**src/vic_defs.vh**
```
// Address map, field positions and reset values of the vector capture block.
`ifndef VIC_DEFS_VH
`define VIC_DEFS_VH

// ==========================================================================
// Register byte offsets
// ==========================================================================
`define VIC_OFS_ENABLE 12'h300
`define VIC_OFS_PENDING 12'h304
`define VIC_OFS_MASK 12'h308
`define VIC_OFS_LEVEL1 12'h324
`define VIC_OFS_LEVEL2 12'h328
`define VIC_OFS_LEVEL3 12'h32C
`define VIC_OFS_LEVEL4 12'h330
`define VIC_OFS_LEVEL5 12'h334

// ==========================================================================
// Field positions
// ==========================================================================
`define VIC_VEC_MSB 7
`define VIC_VEC_LSB 0
`define VIC_ERR_BIT 8
`define VIC_LVL_LO 1
`define VIC_LVL_HI 5

// ==========================================================================
// Reset values
// ==========================================================================
`define VIC_RST_LEVEL 9'h000
`define VIC_RST_ENABLE 5'h00
`define VIC_RST_PENDING 5'h00
`define VIC_RST_MASK 5'h00

// ==========================================================================
// Bus answers and decode codes
// ==========================================================================
`define VIC_RESP_OKAY 2'h0
`define VIC_RESP_SLVERR 2'h2
`define VIC_SEL_NONE 3'h0
`define VIC_SEL_ENABLE 3'h1
`define VIC_SEL_PENDING 3'h2
`define VIC_SEL_MASK 3'h3
`define VIC_SEL_LEVEL 3'h4

`endif

```
**src/vic_top.v**
```verilog
// Per-level interrupt vector capture with an AXI4-Lite register slave.
`timescale 1ns/1ps
`include "vic_defs.vh"


module vic_top (
   input wire aclk,
   input wire aresetn,
   input wire [11:0] s_axi_awaddr,
   input wire s_axi_awvalid,
   output wire s_axi_awready,
   input wire [31:0] s_axi_wdata,
   input wire [3:0] s_axi_wstrb,
   input wire s_axi_wvalid,
   output wire s_axi_wready,
   output wire [1:0] s_axi_bresp,
   output wire s_axi_bvalid,
   input wire s_axi_bready,
   input wire [11:0] s_axi_araddr,
   input wire s_axi_arvalid,
   output wire s_axi_arready,
   output wire [31:0] s_axi_rdata,
   output wire [1:0] s_axi_rresp,
   output wire s_axi_rvalid,
   input wire s_axi_rready,
   input wire [5:1] vme_level_bit_n,
   output wire iack_req,
   output wire [2:0] iack_level,
   input wire iack_done,
   input wire [7:0] iack_vector,
   input wire iack_berr,
   output wire pci_irq
);

   localparam ST_IDLE = 1'b0;
   localparam ST_ACK = 1'b1;

   // ==========================================================================
   // Address decode
   // ==========================================================================
   function [2:0] reg_sel;
      input [11:0] addr;
      begin
         case ({addr[11:2], 2'b00})
            `VIC_OFS_ENABLE: reg_sel = `VIC_SEL_ENABLE;
            `VIC_OFS_PENDING: reg_sel = `VIC_SEL_PENDING;
            `VIC_OFS_MASK: reg_sel = `VIC_SEL_MASK;
            `VIC_OFS_LEVEL1, `VIC_OFS_LEVEL2, `VIC_OFS_LEVEL3,
            `VIC_OFS_LEVEL4, `VIC_OFS_LEVEL5: reg_sel = `VIC_SEL_LEVEL;
            default: reg_sel = `VIC_SEL_NONE;
         endcase
      end
   endfunction

   // Highest level wins, matching the usual priority of the backplane.
   function [2:0] pick_level;
      input [5:1] elig;
      begin
         if (elig[5]) begin
            pick_level = 3'h5;
         end else if (elig[4]) begin
            pick_level = 3'h4;
         end else if (elig[3]) begin
            pick_level = 3'h3;
         end else if (elig[2]) begin
            pick_level = 3'h2;
         end else begin
            pick_level = 3'h1;
         end
      end
   endfunction

   // ==========================================================================
   // Pin synchroniser
   // ==========================================================================
   reg [5:1] irq_meta_reg;
   reg [5:1] irq_sync_reg;

   always @(posedge aclk) begin
      if (!aresetn) begin
         irq_meta_reg <= 5'h1F;
         irq_sync_reg <= 5'h1F;
      end else begin
         irq_meta_reg <= vme_level_bit_n;
         irq_sync_reg <= irq_meta_reg;
      end
   end

   // ==========================================================================
   // Write channel
   // ==========================================================================
   reg aw_have_reg;
   reg w_have_reg;
   reg [11:0] aw_addr_reg;
   reg [31:0] w_data_reg;
   reg [3:0] w_strb_reg;
   reg bvalid_reg;
   reg [1:0] bresp_reg;
   wire do_write;
   wire [2:0] wr_sel;
   wire wr_lane0;

   assign s_axi_awready = !aw_have_reg && !bvalid_reg;
   assign s_axi_wready = !w_have_reg && !bvalid_reg;
   assign s_axi_bvalid = bvalid_reg;
   assign s_axi_bresp = bresp_reg;
   assign do_write = aw_have_reg && w_have_reg && !bvalid_reg;
   assign wr_sel = reg_sel(aw_addr_reg);
   assign wr_lane0 = do_write && w_strb_reg[0];

   always @(posedge aclk) begin
      if (!aresetn) begin
         aw_have_reg <= 1'b0;
         w_have_reg <= 1'b0;
         aw_addr_reg <= 12'h000;
         w_data_reg <= 32'h00000000;
         w_strb_reg <= 4'h0;
         bvalid_reg <= 1'b0;
         bresp_reg <= `VIC_RESP_OKAY;
      end else begin
         if (s_axi_awvalid && s_axi_awready) begin
            aw_have_reg <= 1'b1;
            aw_addr_reg <= s_axi_awaddr;
         end
         if (s_axi_wvalid && s_axi_wready) begin
            w_have_reg <= 1'b1;
            w_data_reg <= s_axi_wdata;
            w_strb_reg <= s_axi_wstrb;
         end
         if (do_write) begin
            aw_have_reg <= 1'b0;
            w_have_reg <= 1'b0;
            bvalid_reg <= 1'b1;
            if (wr_sel == `VIC_SEL_NONE) begin
               bresp_reg <= `VIC_RESP_SLVERR;
            end else begin
               bresp_reg <= `VIC_RESP_OKAY;
            end
         end else if (bvalid_reg && s_axi_bready) begin
            bvalid_reg <= 1'b0;
         end
      end
   end

   // ==========================================================================
   // Control registers
   // ==========================================================================
   reg [5:1] enable_reg;
   reg [5:1] mask_reg;
   reg [5:1] pending_reg;
   reg [5:1] pending_next;
   reg [5:1] capture_set;
   wire [5:1] pending_clr;

   assign pending_clr = (wr_lane0 && wr_sel == `VIC_SEL_PENDING) ?
                        w_data_reg[5:1] : 5'h00;

   always @(posedge aclk) begin
      if (!aresetn) begin
         enable_reg <= `VIC_RST_ENABLE;
         mask_reg <= `VIC_RST_MASK;
      end else if (wr_lane0) begin
         if (wr_sel == `VIC_SEL_ENABLE) begin
            enable_reg <= w_data_reg[5:1];
         end
         if (wr_sel == `VIC_SEL_MASK) begin
            mask_reg <= w_data_reg[5:1];
         end
      end
   end

   // A capture landing in the same cycle as a clear keeps the bit set.
   always @* begin
      pending_next = (pending_reg & ~pending_clr) | capture_set;
   end

   always @(posedge aclk) begin
      if (!aresetn) begin
         pending_reg <= `VIC_RST_PENDING;
      end else begin
         pending_reg <= pending_next;
      end
   end

   assign pci_irq = |(pending_reg & mask_reg);

   // ==========================================================================
   // Acknowledge sequencer
   // ==========================================================================
   reg state_reg;
   reg [2:0] level_reg;
   wire [5:1] eligible;

   // A level stays out of arbitration while its pending bit is set.
   assign eligible = ~irq_sync_reg & enable_reg & ~pending_reg;
   assign iack_req = (state_reg == ST_ACK);
   assign iack_level = level_reg;

   always @(posedge aclk) begin
      if (!aresetn) begin
         state_reg <= ST_IDLE;
         level_reg <= 3'h0;
      end else begin
         case (state_reg)
            ST_IDLE: begin
               if (|eligible) begin
                  level_reg <= pick_level(eligible);
                  state_reg <= ST_ACK;
               end
            end
            ST_ACK: begin
               if (iack_done) begin
                  state_reg <= ST_IDLE;
                  level_reg <= 3'h0;
               end
            end
            default: begin
               state_reg <= ST_IDLE;
            end
         endcase
      end
   end

   always @* begin
      capture_set = 5'h00;
      if (state_reg == ST_ACK && iack_done) begin
         capture_set[level_reg] = 1'b1;
      end
   end

   // ==========================================================================
   // Per-level vector registers
   // ==========================================================================
   wire [44:0] level_bus;

   genvar g;
   generate
      for (g = `VIC_LVL_LO; g <= `VIC_LVL_HI; g = g + 1) begin : gen_level
         reg [8:0] vec_reg;
         // Only the sequencer writes here; the bus has no path in.
         always @(posedge aclk) begin
            if (!aresetn) begin
               vec_reg <= `VIC_RST_LEVEL;
            end else if (capture_set[g]) begin
               vec_reg[`VIC_VEC_MSB:`VIC_VEC_LSB] <= iack_vector;
               vec_reg[`VIC_ERR_BIT] <= iack_berr;
            end
         end
         assign level_bus[g*9-1 -: 9] = vec_reg;
      end
   endgenerate

   // ==========================================================================
   // Read channel
   // ==========================================================================
   reg rvalid_reg;
   reg [31:0] rdata_reg;
   reg [1:0] rresp_reg;
   reg [31:0] rd_word;
   reg [1:0] rd_resp;
   wire [2:0] rd_sel;
   wire [3:0] rd_idx;

   assign s_axi_arready = !rvalid_reg;
   assign s_axi_rvalid = rvalid_reg;
   assign s_axi_rdata = rdata_reg;
   assign s_axi_rresp = rresp_reg;
   assign rd_sel = reg_sel(s_axi_araddr);
   // Level n sits at word 0xC8 + n, so the low nibble of the word index is n + 8.
   assign rd_idx = s_axi_araddr[5:2] - 4'h8;

   always @* begin
      rd_word = 32'h00000000;
      rd_resp = `VIC_RESP_OKAY;
      case (rd_sel)
         `VIC_SEL_ENABLE: rd_word = {26'h0000000, enable_reg, 1'b0};
         `VIC_SEL_PENDING: rd_word = {26'h0000000, pending_reg, 1'b0};
         `VIC_SEL_MASK: rd_word = {26'h0000000, mask_reg, 1'b0};
         `VIC_SEL_LEVEL: begin
            case (rd_idx)
               4'h1: rd_word = {23'h000000, level_bus[8:0]};
               4'h2: rd_word = {23'h000000, level_bus[17:9]};
               4'h3: rd_word = {23'h000000, level_bus[26:18]};
               4'h4: rd_word = {23'h000000, level_bus[35:27]};
               4'h5: rd_word = {23'h000000, level_bus[44:36]};
               default: rd_word = 32'h00000000;
            endcase
         end
         default: rd_resp = `VIC_RESP_SLVERR;
      endcase
   end

   always @(posedge aclk) begin
      if (!aresetn) begin
         rvalid_reg <= 1'b0;
         rdata_reg <= 32'h00000000;
         rresp_reg <= `VIC_RESP_OKAY;
      end else if (s_axi_arvalid && s_axi_arready) begin
         rvalid_reg <= 1'b1;
         rdata_reg <= rd_word;
         rresp_reg <= rd_resp;
      end else if (rvalid_reg && s_axi_rready) begin
         rvalid_reg <= 1'b0;
      end
   end

endmodule
```
**config.mk**
```make
export PLATFORM = sky130hd
export DESIGN_NAME = vic_top
export DESIGN_NICKNAME = d
export VERILOG_FILES = /design/src/vic_top.v
export VERILOG_INCLUDE_DIRS = /design/src
export SDC_FILE = /design/constraint.sdc
export NUM_CORES = 1
export LEC_CHECK = 0
export BUFFER_PORTS_ARGS = -buffer_cell sky130_fd_sc_hd__buf_2
export CORE_MARGIN = 5
export CORE_UTILIZATION = 41
export CTS_BUF_LIST = sky130_fd_sc_hd__clkbuf_4 sky130_fd_sc_hd__clkbuf_8 sky130_fd_sc_hd__clkbuf_16
export DETAILED_ROUTE_END_ITERATION = 8
export SKIP_CTS_REPAIR_TIMING = 1
export SKIP_LAST_GASP = 1
export SLEW_MARGIN = 20
export SYNTH_ARGS = -nofsm -noshare
export SYNTH_HDL_FRONTEND = slang
export SYNTH_SLANG_ARGS = --single-unit
```
**constraint.sdc**
```tcl
create_clock -name aclk -period 4.42 [get_ports aclk]
set_clock_uncertainty 0.1 [all_clocks]
set_input_delay 0.221 -clock aclk [delete_from_list [all_inputs] [get_ports aclk]]
set_output_delay 0.221 -clock aclk [all_outputs]
set_load 0.05 [all_outputs]
```
-- Yosys cells after proc, flatten, opt, wreduce, memory -nomap -nowiden
Cells that the tools add are included.
- register bits: 133
- input port bits: 82
- output and inout port bits: 46
- word-level logic and storage cells: 118
- add/sub/neg operators: 1
- $lt $le $gt $ge: 2
- equal/unequal tests: 30
- multiplexer cells: 24
- bitwise gates (word level): 10
- reductions and logical operators: 29
- operator list (operator ; count):
    $eq A10 B8 Y1 const B ; 16
    $pmux W9 S5 ; 1
    $pmux W9 S4 ; 1
    $pmux W3 S4 ; 2
    $and A5 B5 Y5 ; 4
    $reduce_or A5 Y1 ; 4
    $not A5 Y5 ; 3
    $logic_and A1 B1 Y1 ; 13
    $eq A3 B2 Y1 const B ; 4
    $mux W3 ; 4
    $mux W5 ; 2
    $eq A4 B2 Y1 const B ; 2
    $eq A4 B3 Y1 const B ; 2
    $mux W2 ; 4
    $mux W1 ; 7
    $eq A3 B1 Y1 const B ; 2
    $pmux W3 S2 ; 1
    $reduce_and A2 Y1 ; 3
    $or A5 B5 Y5 ; 1
    $eq A4 B1 Y1 const B ; 1
    $logic_not A1 Y1 ; 4
    $lt A3 B4 Y1 const B ; 1
    $ne A2 B2 Y1 const B ; 2
    $reduce_bool A2 Y1 ; 2
    9 further kinds ; 10

-- Logic depth before layout (Yosys ltp)
- depth after elaboration: 9
- depth in mapped cells: 6
- depth with buffers taken out: 4

-- Least setup slack after synthesis
Ideal clock, no wire load.
- kind: flip-flop to flip-flop
- start: reg bvalid_reg (netlist: s_axi_bvalid)
- end: reg w_data_reg[3]
- library setup time: 0.128 ns
- arrival time: 1.896 ns
- data required time: 4.192 ns
- slack: 2.296 ns
- cell stages (with the launch flop): 6
- path buffers: 1
- clock period less this slack: 2.124 ns
- path through: dfxtp_1 > nor2_1 > and2_1 > buf_2 > mux2i_1 > nor2_1
- word-level cells in the longest chain between the ends: 3
- RTL lines (what ; RTL line ; source):
    from (decl) ; vic_top.v:97 ; reg bvalid_reg;
    from (signal assigned) ; vic_top.v:118 ; bvalid_reg <= 1'b0;
    from (signal assigned) ; vic_top.v:133 ; bvalid_reg <= 1'b1;
    from (signal assigned) ; vic_top.v:140 ; bvalid_reg <= 1'b0;
    $logic_not A1 Y1 ; vic_top.v:104 ; assign s_axi_wready = !w_have_reg && !bvalid_reg;
    $logic_and A1 B1 Y1 ; vic_top.v:104 ;
    via s_axi_wready ; vic_top.v:15 ; output wire s_axi_wready,
    $logic_and A1 B1 Y1 ; vic_top.v:125 ; if (s_axi_wvalid && s_axi_wready) begin
    to (signal assigned) ; vic_top.v:127 ; w_data_reg <= s_axi_wdata;
    to (decl) ; vic_top.v:95 ; reg [31:0] w_data_reg;
The timed path passes the listed nets, and every way through them passes these cells.
A chain may end at the register's enable or synchronous reset.

-- Worst setup path in the final report
- start: reg state_reg (netlist: iack_req)
- end: reg gen_level[4].vec_reg[5]
- word-level cells in the longest chain between the ends: 2
- RTL lines (what ; RTL line ; source):
    from (decl) ; vic_top.v:190 ; reg state_reg;
    from (signal assigned) ; vic_top.v:201 ; state_reg <= ST_IDLE;
    from (signal assigned) ; vic_top.v:208 ; state_reg <= ST_ACK;
    from (signal assigned) ; vic_top.v:213 ; state_reg <= ST_IDLE;
    $logic_and A1 B1 Y1 ; vic_top.v:226 ; if (state_reg == ST_ACK && iack_done) begin
    $mux W5 ; vic_top.v:226 ;
    to (signal assigned) ; vic_top.v:243 ; vec_reg <= `VIC_RST_LEVEL;
    to (signal, indexed assignment) ; vic_top.v:245 ; vec_reg[`VIC_VEC_MSB:`VIC_VEC_LSB] <= iack_vector;
    to (signal, indexed assignment) ; vic_top.v:246 ; vec_reg[`VIC_ERR_BIT] <= iack_berr;
    to (decl) ; vic_top.v:239 ; reg [8:0] vec_reg;
No other way between the ends.

==> results.json <==
{
  "nets": 668,
  "dp_slack_ps": 2260,
  "postPlaceCellArea_mm2": 0.00517,
  "finalCritPeriodShare": 0.477,
  "worstMarginPinSlew_ps": 1140,
  "synth-seq-cells": 105,
  "die_x_um": 120,
  "synth_cell_types": 64,
  "grt_first_pass_wirelength_mm": 18.5,
  "setup_viol": 0,
  "grt_usage": 0.160,
  "die_h_um": 120,
  "row_count": 40,
  "r2r-start": "iack_req",
  "core_region_area_mm2": 0.0119,
  "cts_sinks": 105,
  "grt_pass1_vias": 3679,
  "antenna_cells": 0,
  "relSlewSlack": 0.239,
  "dp_hpwl_mm": 8.16,
  "worstHoldPathType": "in -> reg",
  "numCtsBuffers": 9,
  "io_pins": 128,
  "synth_area_mm2": 0.00494,
  "drive_gt1_frac": 0.195,
  "critPathArrivalTime_ps": 2220,
  "syn_avg_cell_area_um2": 9.26,
  "clk_latency_ps": 340,
  "start_kind": "flop",
  "p_leak_uw": 0.00203,
  "grt_antenna_before_repair": 0,
  "instances_no_fill": 738,
  "ant_nets": 0,
  "power.density_mw_per_mm2": 359,
  "rsz0062_at_grt": "no",
  "hold_viol_final": 0,
  "tns_ps": 0,
  "place_congestion": 0.809,
  "wire_per_inst_um": 15.7,
  "htreeDepth": 3,
  "initial_core_util": 0.414,
  "path_max_fanout": 11,
  "status": "completed",
  "area_growth_pct": 11.9,
  "wl_mm": 11.6,
  "cts_root_buf": "clkbuf_16",
  "vdd_drop_max_mv": 0.245,
  "syn_inst": 533,
  "grt_start_max_net_pins": 50,
  "overflow": 0,
  "clkTransAtPathRegs_ps": 70,
  "ys.warnings.count": 0,
  "drtPass1Iterations": 6,
  "vias_per_cell": 5.31,
  "fin_crit_ps": 2110,
  "drtIter0Drc": 229,
  "portBuffers": 68,
  "end_kind": "flop",
  "cts_tree": "built",
  "setup.worst_path.class": "reg -> reg",
  "slew_viol_final": 0,
  "final_core_utilization": 0.464,
  "drcViolationCount": 0,
  "max_freq_ghz": 0.474,
  "clock_path_buffers": 2,
  "die_area_mm2": 0.0143,
  "design_area_mm2": 0.00552,
  "fin_ws_ps": 2310,
  "crit_start": "iack_req",
  "ys_seq_area_frac": 0.426,
  "drv_cap": 0,
  "critical_path_required_ps": 4530,
  "num_vias": 3920,
  "largest_reg_flops": 45,
  "min_from": "s_axi_wdata[1]",
  "dp_cells": 717
}
==> power breakdown <==
| part | internal, µW | switching [µW] |
|---|---|---|
| clock | 444 | 357 |
| sequential | 964 | 14.8 |
| combinational | 54.0 | 147 |
==> cell families after synthesis <==
group | after synthesis | share of synthesized area
AOI/OAI and AO/OA | 117 | 0.152
and+or+nand+nor | 181 | 0.204
muxes | 65 | 0.133
buffers and inverters | 64 | 0.0844
other | 1 | 0.000760
DFF | 105 | 0.426
==> layout by cell type (no fill, tap or decap), drive strengths merged, types with 6 or more instances in the layout <==
cell	instances
a21oi	40
a22oi	10
buf	69
dfxtp	105
o22ai	7
nor2	53
nand3	16
conb	25
a211oi	7
a31oi	6
clkbuf	9
nand2	48
inv	10
o211ai	6
mux2i	61
o21ai	24
nor3b	6
nand2b	18
nor2b	8
==> final cells by class <==
cell class | instances | area [µm²]
Fill cell | 1152 | 6390
Multi-Input combinational cell | 388 | 2510
Tap cell | 147 | 184
Sequential cell | 105 | 2100
Inverter | 8 | 30.0
Clock inverter | 7 | 77.6
Clock buffer | 9 | 225
Timing Repair Buffer | 74 | 398
==> metal layers <==
metal	part of all wire	global-route usage	vias up
li1	-	-	1942
met1	0.48	0.222	1836
met2	0.45	0.242	128
met3	0.060	0.0382	14
met4	0.018	0.0587	0
met5	0	0	-
==> Yosys cell counts, drive strengths merged <==
| cell | instances | area, µm² |
|---|---|---|
| a22oi | 10 | 75.1 |
| nor2b | 8 | 57.6 |
| nor4b | 3 | 47.5 |
| conb | 1 | 3.75 |
| dfxtp | 105 | 2100 |
| or3b | 1 | 8.76 |
| and3 | 5 | 31.3 |
| o2bb2ai | 5 | 43.8 |
| o22a | 4 | 35.0 |
| a21oi | 40 | 204 |
| and4 | 1 | 8.76 |
| a32oi | 5 | 43.8 |
| nand3 | 16 | 85.1 |
| nor3b | 6 | 50.1 |
| nor2 | 53 | 201 |
| o21ai | 24 | 124 |
| nor3 | 5 | 63.8 |
| inv | 8 | 30.0 |
| a222oi | 1 | 10.0 |
| nand2 | 48 | 183 |
| nor4 | 2 | 27.5 |
| and3b | 1 | 8.76 |
| o21bai | 1 | 7.51 |
| mux2 | 4 | 45.0 |
| nand2b | 18 | 115 |
| o211ai | 6 | 45.0 |
| clkbuf | 15 | 58.8 |
| mux2i | 61 | 611 |
| or2 | 4 | 27.5 |
| a211oi | 7 | 70.1 |
| and4bb | 2 | 25.0 |
| a41o | 1 | 10.0 |
| and2 | 2 | 12.5 |
| o22ai | 7 | 43.8 |
| nand4bb | 1 | 16.3 |
| nand3b | 3 | 26.3 |
| buf | 41 | 328 |
| nand4 | 2 | 12.5 |
| a31oi | 6 | 37.5 |
==> stage by stage <==
stage | power [µW] | hold slack, ps
global placement | 1190 | 302
finish | 1980 | 11.2
detailed placement | 1200 | 302
floorplan | 1170 | 222
CTS | 2000 | -50.7
global route | 2060 | 5.53
==> critical path: stages (launching register included) <==
cell and delay, ps:
dfxtp_1 420, nand2_2 160, nor4b_4 950, mux2i_1 280
nor2_1 50
==> final timing paths <==
kind	end	slack [ps]	cells past startpoint
setup reg to reg	gen_level[4].vec_reg[5]	2310	4
hold reg to reg	irq_sync_reg[5]	320	1
hold / removal	w_data_reg[1]	10	3
setup / recovery	gen_level[4].vec_reg[5]	2310	4
Note: power is estimated with default switching activity, not from simulation.
